--- config.mk ---
export PLATFORM = sky130hd
export DESIGN_NAME = lbm_top
export DESIGN_NICKNAME = d
export VERILOG_FILES = /design/src/verilog/lbm_pkg.sv /design/src/verilog/lbm_top.sv /design/src/verilog/lbm_cycle_timer.sv
export SDC_FILE = /design/constraint.sdc
export NUM_CORES = 1
export LEC_CHECK = 0
export ABC_CLOCK_PERIOD_IN_PS = 4100
export BUFFER_PORTS_ARGS = -buffer_cell sky130_fd_sc_hd__clkbuf_2
export CORE_MARGIN = 3
export CORE_UTILIZATION = 35
export DETAILED_ROUTE_END_ITERATION = 6
export GPL_ROUTABILITY_DRIVEN = 0
export HOLD_SLACK_MARGIN = 0.03
export SETUP_SLACK_MARGIN = 0.15
export SYNTH_ARGS = -nofsm -noshare
export SYNTH_HDL_FRONTEND = slang
export SYNTH_SLANG_ARGS = --single-unit
--- constraint.sdc ---
create_clock -name clk -period 4.1 [get_ports clk]
set_input_delay 0.41 -clock clk [delete_from_list [all_inputs] [get_ports clk]]
set_output_delay 0.41 -clock clk [all_outputs]
set_load 0.03 [all_outputs]
--- src/verilog/lbm_pkg.sv ---
// Behaviour
// - Evaluate once per 128 ms cycle, at boundaries.
// - Failed or erratic cycle adds one.
// - Each 1/2/4/8 clean cycles subtract one, floor zero.
// - Count saturates at the programmed bucket size.
// - Count reaching upper threshold raises the alarm.
package lbm_pkg;

    // Register port widths.
    localparam int LBM_AW = 8;
    localparam int LBM_DW = 8;

    // Register offsets.
    localparam logic [7:0] LBM_OFF_UPPER  = 8'h54;
    localparam logic [7:0] LBM_OFF_LOWER  = 8'h55;
    localparam logic [7:0] LBM_OFF_SIZE   = 8'h56;
    localparam logic [7:0] LBM_OFF_DECAY  = 8'h57;
    localparam logic [7:0] LBM_OFF_COUNT  = 8'h58;
    localparam logic [7:0] LBM_OFF_STATUS = 8'h59;
    localparam logic [7:0] LBM_OFF_IRQ    = 8'h5a;
    localparam logic [7:0] LBM_OFF_MASK   = 8'h5b;

    // Reset values.
    localparam logic [7:0] LBM_RST_UPPER = 8'h06;
    localparam logic [7:0] LBM_RST_LOWER = 8'h04;
    localparam logic [7:0] LBM_RST_SIZE  = 8'h08;
    localparam logic [1:0] LBM_RST_DECAY = 2'h1;
    localparam logic [1:0] LBM_RST_MASK  = 2'h0;

    // Field positions.
    localparam int LBM_DECAY_LSB    = 0;
    localparam int LBM_DECAY_W      = 2;
    localparam int LBM_EV_RAISE_BIT = 0;
    localparam int LBM_EV_CLEAR_BIT = 1;
    localparam int LBM_EV_W         = 2;
    localparam int LBM_ST_ALARM_BIT = 0;
    localparam int LBM_ST_SEEN_BIT  = 1;

    // Observation cycle timing.
    localparam longint LBM_CLK_HZ   = 64'd40000000;
    localparam longint LBM_CYCLE_MS = 64'd128;
    localparam longint LBM_CYCLE_CLKS = LBM_CYCLE_MS * LBM_CLK_HZ / 64'd1000;

    // Width of the clean-run counter, enough for a run of eight.
    localparam int LBM_RUN_W = 4;

    // Number of clean cycles per decrement for a decay setting.
    function automatic logic [LBM_RUN_W-1:0] lbm_decay_len(
        input logic [LBM_DECAY_W-1:0] rate
    );
        lbm_decay_len = 4'h1 << rate;
    endfunction

endpackage

--- src/verilog/lbm_top.sv ---
// The strobed register port was chosen for this implementation.
`timescale 1ns/1ps
// Leaky-bucket activity monitor for one configuration set.
module lbm_top #(
    parameter int unsigned CYCLE_CLKS = 32'(lbm_pkg::LBM_CYCLE_CLKS)
) (
    input  wire logic                      clk,
    input  wire logic                      rst_n,
    input  wire logic                      fail_in,
    input  wire logic [lbm_pkg::LBM_AW-1:0] addr,
    input  wire logic [lbm_pkg::LBM_DW-1:0] wr_data,
    input  wire logic                      wr_en,
    input  wire logic                      rd_en,
    output logic      [lbm_pkg::LBM_DW-1:0] rd_data,
    output logic                           alarm,
    output logic                           irq
);
    import lbm_pkg::*;

    // Cycle boundary pulse.
    logic tick;

    lbm_cycle_timer #(
        .CYCLE_CLKS (CYCLE_CLKS)
    ) u_timer (
        .clk   (clk),
        .rst_n (rst_n),
        .tick  (tick)
    );

    // Configuration registers.
    logic [7:0]             upper_ff;
    logic [7:0]             nxt_upper;
    logic [7:0]             lower_ff;
    logic [7:0]             nxt_lower;
    logic [7:0]             size_ff;
    logic [7:0]             nxt_size;
    logic [LBM_DECAY_W-1:0] decay_ff;
    logic [LBM_DECAY_W-1:0] nxt_decay;
    logic [LBM_EV_W-1:0]    mask_ff;
    logic [LBM_EV_W-1:0]    nxt_mask;

    // Software writes land the cycle after the strobe.
    always_comb begin
        nxt_upper = upper_ff;
        nxt_lower = lower_ff;
        nxt_size  = size_ff;
        nxt_decay = decay_ff;
        nxt_mask  = mask_ff;
        if (wr_en) begin
            unique case (addr)
                LBM_OFF_UPPER: nxt_upper = wr_data;
                LBM_OFF_LOWER: nxt_lower = wr_data;
                LBM_OFF_SIZE:  nxt_size  = wr_data;
                LBM_OFF_DECAY:
                    nxt_decay = wr_data[LBM_DECAY_LSB +: LBM_DECAY_W];
                LBM_OFF_MASK:  nxt_mask  = wr_data[LBM_EV_W-1:0];
                default: ;
            endcase
        end
    end

    // Configuration flops.
    always_ff @(posedge clk or negedge rst_n) begin
        if (!rst_n) begin
            upper_ff <= LBM_RST_UPPER;
            lower_ff <= LBM_RST_LOWER;
            size_ff  <= LBM_RST_SIZE;
            decay_ff <= LBM_RST_DECAY;
            mask_ff  <= LBM_RST_MASK;
        end else begin
            upper_ff <= nxt_upper;
            lower_ff <= nxt_lower;
            size_ff  <= nxt_size;
            decay_ff <= nxt_decay;
            mask_ff  <= nxt_mask;
        end
    end

    // Bucket state.
    logic                 seen_ff;
    logic                 nxt_seen;
    logic                 seen_now;
    logic [7:0]           cnt_ff;
    logic [7:0]           nxt_cnt;
    logic [LBM_RUN_W-1:0] run_ff;
    logic [LBM_RUN_W-1:0] nxt_run;
    logic [LBM_RUN_W-1:0] run_inc;

    // A failure seen in the boundary clock itself still counts for the
    // cycle that is closing, so no short glitch is lost.
    assign seen_now = seen_ff | fail_in;
    assign run_inc  = run_ff + 4'h1;

    // The count only moves on the boundary pulse. A lowered size takes
    // effect at the next boundary that sees a failure or ends a clean run, not mid-cycle.
    always_comb begin
        nxt_cnt  = cnt_ff;
        nxt_run  = run_ff;
        nxt_seen = seen_now;
        if (tick) begin
            nxt_seen = 1'b0;
            if (seen_now) begin
                nxt_run = '0;
                if (cnt_ff >= size_ff) begin
                    nxt_cnt = size_ff;
                end else begin
                    nxt_cnt = cnt_ff + 8'h1;
                end
            end else if (run_inc >= lbm_decay_len(decay_ff)) begin
                nxt_run = '0;
                if (cnt_ff > size_ff) begin
                    nxt_cnt = size_ff;
                end else if (cnt_ff != 8'h0) begin
                    nxt_cnt = cnt_ff - 8'h1;
                end
            end else begin
                nxt_run = run_inc;
            end
        end
    end

    // Bucket flops.
    always_ff @(posedge clk or negedge rst_n) begin
        if (!rst_n) begin
            seen_ff <= 1'b0;
            cnt_ff  <= 8'h0;
            run_ff  <= '0;
        end else begin
            seen_ff <= nxt_seen;
            cnt_ff  <= nxt_cnt;
            run_ff  <= nxt_run;
        end
    end

    // Alarm with hysteresis between the two thresholds.
    logic alarm_ff;
    logic nxt_alarm;

    always_comb begin
        nxt_alarm = alarm_ff;
        if (!alarm_ff && cnt_ff >= upper_ff) begin
            nxt_alarm = 1'b1;
        end else if (alarm_ff && cnt_ff <= lower_ff) begin
            nxt_alarm = 1'b0;
        end
    end

    // Sticky events: alarm raised and alarm cleared.
    logic [LBM_EV_W-1:0] ev_ff;
    logic [LBM_EV_W-1:0] nxt_ev;
    logic [LBM_EV_W-1:0] ev_set;
    logic                irq_ff;
    logic                nxt_irq;

    // A new event in the same cycle as a write-one-to-clear survives,
    // so software never loses an edge it has not yet seen.
    always_comb begin
        ev_set = '0;
        ev_set[LBM_EV_RAISE_BIT] = nxt_alarm & ~alarm_ff;
        ev_set[LBM_EV_CLEAR_BIT] = alarm_ff & ~nxt_alarm;
        nxt_ev = ev_ff;
        if (wr_en && addr == LBM_OFF_IRQ) begin
            nxt_ev = ev_ff & ~wr_data[LBM_EV_W-1:0];
        end
        nxt_ev  = nxt_ev | ev_set;
        nxt_irq = |(nxt_ev & nxt_mask);
    end

    // Alarm and interrupt flops.
    always_ff @(posedge clk or negedge rst_n) begin
        if (!rst_n) begin
            alarm_ff <= 1'b0;
            ev_ff    <= '0;
            irq_ff   <= 1'b0;
        end else begin
            alarm_ff <= nxt_alarm;
            ev_ff    <= nxt_ev;
            irq_ff   <= nxt_irq;
        end
    end

    // Read data stand for one cycle after the strobe, zero otherwise.
    logic [7:0] rd_ff;
    logic [7:0] nxt_rd;

    always_comb begin
        nxt_rd = 8'h0;
        if (rd_en) begin
            unique case (addr)
                LBM_OFF_UPPER: nxt_rd = upper_ff;
                LBM_OFF_LOWER: nxt_rd = lower_ff;
                LBM_OFF_SIZE:  nxt_rd = size_ff;
                LBM_OFF_DECAY: nxt_rd[LBM_DECAY_W-1:0] = decay_ff;
                LBM_OFF_COUNT: nxt_rd = cnt_ff;
                LBM_OFF_STATUS: begin
                    nxt_rd[LBM_ST_ALARM_BIT] = alarm_ff;
                    nxt_rd[LBM_ST_SEEN_BIT]  = seen_ff;
                end
                LBM_OFF_IRQ:   nxt_rd[LBM_EV_W-1:0] = ev_ff;
                LBM_OFF_MASK:  nxt_rd[LBM_EV_W-1:0] = mask_ff;
                default: ;
            endcase
        end
    end

    // Read data flop.
    always_ff @(posedge clk or negedge rst_n) begin
        if (!rst_n) begin
            rd_ff <= 8'h0;
        end else begin
            rd_ff <= nxt_rd;
        end
    end

    assign rd_data = rd_ff;
    assign alarm   = alarm_ff;
    assign irq     = irq_ff;
endmodule

--- src/verilog/lbm_cycle_timer.sv ---
`timescale 1ns/1ps
// Emits a one-clock pulse at the end of each observation cycle.
module lbm_cycle_timer #(
    parameter int unsigned CYCLE_CLKS = 32'(lbm_pkg::LBM_CYCLE_CLKS)
) (
    input  wire logic clk,
    input  wire logic rst_n,
    output logic      tick
);
    import lbm_pkg::*;

    logic [31:0] cnt_ff;
    logic [31:0] nxt_cnt;
    logic        tick_ff;
    logic        nxt_tick;

    // Free-running divider; the pulse comes from a flop so that the
    // bucket sees a clean boundary.
    always_comb begin
        nxt_tick = 1'b0;
        if (cnt_ff == CYCLE_CLKS - 1) begin
            nxt_cnt  = 32'h0;
            nxt_tick = 1'b1;
        end else begin
            nxt_cnt = cnt_ff + 32'h1;
        end
    end

    // State registers.
    always_ff @(posedge clk or negedge rst_n) begin
        if (!rst_n) begin
            cnt_ff  <= 32'h0;
            tick_ff <= 1'b0;
        end else begin
            cnt_ff  <= nxt_cnt;
            tick_ff <= nxt_tick;
        end
    end

    assign tick = tick_ff;

endmodule

==> metrics.md <==
| Metric | Value |
|---|---|
| Outcome | completed |
| H-tree levels | 3 |
| Clk_lat worst skew | 0.35 ns |
| Die W | 125 um |
| Cells after synthesis | 518 |
| Final HPWL DP | 8.25 mm |
| Total track usage | 15.0% |
| DRC Markers | 0 |
| Vias in the first global route | 3911 |
| Post-Place Cell Area | 5250 um^2 |
| Post-layout instance area | 5600 um^2 |
| Min cycle time layout | 2.66 ns |
| Syn nets | 572 |
| Initial Utilization | 36.6% |
| Pwr/cell area | 357 nW/um^2 |
| Async SR Flop Fraction | 100% |
| Largest net degree at the start of global routing | 87 |
| Max-cap viol count | 0 |
| GRT Max-Usage Layer | met2 |
| Cell Area, Synth | 4940 um^2 |
| Final nets | 598 |
| Final Setup Violations | 0 |
| Vias per cell | 5.34 |
| Total negative slack | 0 ns |
| Ys Warns | 0 |
| CTS clock-pin slew for the worst setup and hold paths | 0.07 ns |
| Final setup margin | 1.44 ns |
| Leakage power | 2.61 nW |
| Top post-synthesis cells by area | dfrtp_1 41%, ha_1 8.4%, o21ai_0 4.4% |
| GRT Residual Overflow | 0 |
| Min-Delay Path Class | input port to async pin |
| Fraction of layout cells with a size suffix above 1 | 14.6% |
| Reg2reg start | cnt_ff[0] |
| Mapped Avg Cell Area | 9.54 um^2 |
| Pre-CTS setup slack | 1.55 ns |
| CP Capture Type | flop |
| CTS buffer count | 9 |
| Antenna diode count | 0 |
| First-pass GRT wire length | 19.3 mm |
| P&R area growth vs syn | 13.2% |
| Worst Path Required | 4.34 ns |
| Inst Count DP | 709 |
| Worst slew pin tran | 1.10 ns |
| Clk buf depth | 2 |
| Postcts setup bufs | 0 |
| Sequential element share of the synthesized area | 43.7% |
| IO Port Bufs | 30 |
| Yosys top cell area share | 41.0% |
| CP startpoint | cnt_ff[0] |
| 1st-iter DRT viols | 210 |
| Initial antenna violation count | 0 |
| Worst slew margin | 26.3% |
| Post-synth cell types | 54 |
| Final Power | 2.00 mW |
| Yosys reg bits | 86 |
| Height of the die | 125 um |
| Slew Viols, Final | 0 |
| VDD IR max | 0.000265 V |
| RSZ-0062 raised after global routing | false |
| Final Cycle Share | 64.8% |
| Final ANT Viol Nets | 0 |
| Post-synth EDFFs | 0 |
| Cts repair resizes | 0 |
| Layout Skew | 0.00733 ns |
| Clock sinks | 86 |
| Most common flop cell mapped by yosys | dfrtp_1 |
| Crit path DAT | 2.89 ns |
| Final Hold Viols | 0 |
| Grt met2 use | 25.3% |
| I/O pins | 31 |
| GR Util met1 | 18.5% |
| Peak Freq | 0.376 GHz |
| Met3 Use GR | 4.50% |
| WS Path Type | flop to flop |
| Worst Path Max Fanout | 8 |
| Root buf cell | clkbuf_16 |
| DR vias | 3873 |
| Die area | 15600 um^2 |
| CTS tree | done |
| Total wire length | 11.4 mm |
| Startpoint types | flop |
| Post-CTS Hold Buffers | 0 |
| Rows | 42 |
| Core ar. | 13500 um^2 |
| Average wire per standard cell | 15.7 um |
| Yosys top cell by area | dfrtp_1 |
| Layout Cells excl Fill | 725 |
| First-pass DRT Iterations | 5 |
-- sequential cells by signal, indices dropped and copies added (netlist names) --
| name | flops |
|---|---|
| alarm | 1 |
| cnt_ff | 8 |
| decay_ff | 2 |
| ev_ff | 2 |
| irq | 1 |
| lower_ff | 8 |
| mask_ff | 2 |
| rd_data | 8 |
| run_ff | 4 |
| seen_ff | 1 |
| size_ff | 8 |
| u_timer.cnt_ff | 32 |
| u_timer.tick | 1 |
| upper_ff | 8 |
-- synthesized netlist by cell type, types with 5 or more instances --
cell type  number
mux2i_1        10
and3_1         11
xor2_1         15
inv_1          33
a211oi_1        6
a22oi_1         6
nor2_1         40
nand2_1        48
o21ai_0        43
dfrtp_1        81
nor3_1         16
a21oi_1        15
xnor2_1        19
clkbuf_1       10
nand3_1        29
a21o_1          7
a31oi_1         5
nand4_1        11
mux2_2         15
ha_1           33
dfstp_2         5
buf_2           6
-- layout by cell type, fill, tap and decap left out, types with 3 or more instances in the layout --
cell	instances
a211oi_1	6
a21o_1	7
a21oi_1	15
a22oi_1	6
a311oi_1	3
a31oi_1	5
and2_1	3
and3_1	11
buf_4	3
bufinv_16	3
clkbuf_16	9
clkbuf_2	29
dfrtp_1	81
dfstp_2	5
ha_1	33
inv_1	33
mux2_2	15
mux2i_1	10
nand2_1	48
nand2b_1	4
nand3_1	29
nand4_1	11
nor2_1	40
nor2b_1	4
nor3_1	16
nor3_2	3
nor4_1	4
o21ai_0	43
xnor2_1	19
xor2_1	15
-- layer usage --
| metal | wire, um | part of all wire, % |
|---|---|---|
| met4 | 200 | 1.8 |
| met3 | 557 | 4.9 |
| met5 | 0 | 0 |
| met2 | 5580 | 49 |
| met1 | 5060 | 44 |
-- metrics by stage --
step	util, %	hold slack, ns
after floorplan	-	0.114
after global placement	38.9	0.458
after detailed placement	38.9	0.457
after CTS	41.4	0.312
after global routing	41.4	0.333
final	41.4	0.220
-- power breakdown --
part / switching [mW] / total (mW) / leakage, nW / internal (mW)
clock: 0.346 / 0.945 / 0.172 / 0.599
sequential: 0.0210 / 0.897 / 1.07 / 0.876
combinational: 0.102 / 0.156 / 1.37 / 0.0544
total: 0.468 / 2.00 / 2.61 / 1.53
-- final cells by class --
| cell class | instances | area (um^2) |
|---|---|---|
| clock inverters | 7 | 120 |
| inverters | 33 | 124 |
| clock buffers | 9 | 225 |
| flip-flops and latches | 86 | 2160 |
| repair buffers | 32 | 168 |
| well taps | 176 | 220 |
| fillers | 1293 | 7910 |
| multi-input cells | 382 | 2580 |
-- path summary, 6_finish.rpt --
| path | cells past startpoint | end | slack (ns) |
|---|---|---|---|
| hold reg to reg | 1 | u_timer.cnt_ff[6] | 0.47 |
| min in group clk | 3 | size_ff[3] | 0.32 |
| setup reg to reg | 9 | irq | 1.44 |
| hold / removal | 1 | run_ff[2] | 0.22 |
| setup / recovery | 9 | irq | 1.44 |
| max in group asynchronous | 1 | u_timer.cnt_ff[2] | 3.12 |
-- critical path, cell delays in order, from the launching register on --
cell	delay, ns
dfrtp_1	0.49
inv_1	0.19
ha_1	0.30
nand2b_1	0.14
a21o_1	0.19
a211oi_1	0.25
nor3_1	0.07
a211oi_1	0.51
o2bb2ai_1	0.19
a22o_1	0.24
-- logic make-up (layout without fill, tap and decap cells) --
kind of cell | count (synthesis) | count (layout) | synth area share (%)
compound gates | 102 | 102 | 13.2
xor+xnor | 34 | 34 | 6.02
fa+ha+maj | 33 | 33 | 8.35
buf+inv | 50 | 81 | 4.10
flops | 86 | 86 | 43.7
mux | 25 | 25 | 5.44
simple gates | 188 | 188 | 19.2
(Power assumes the default switching activity.)
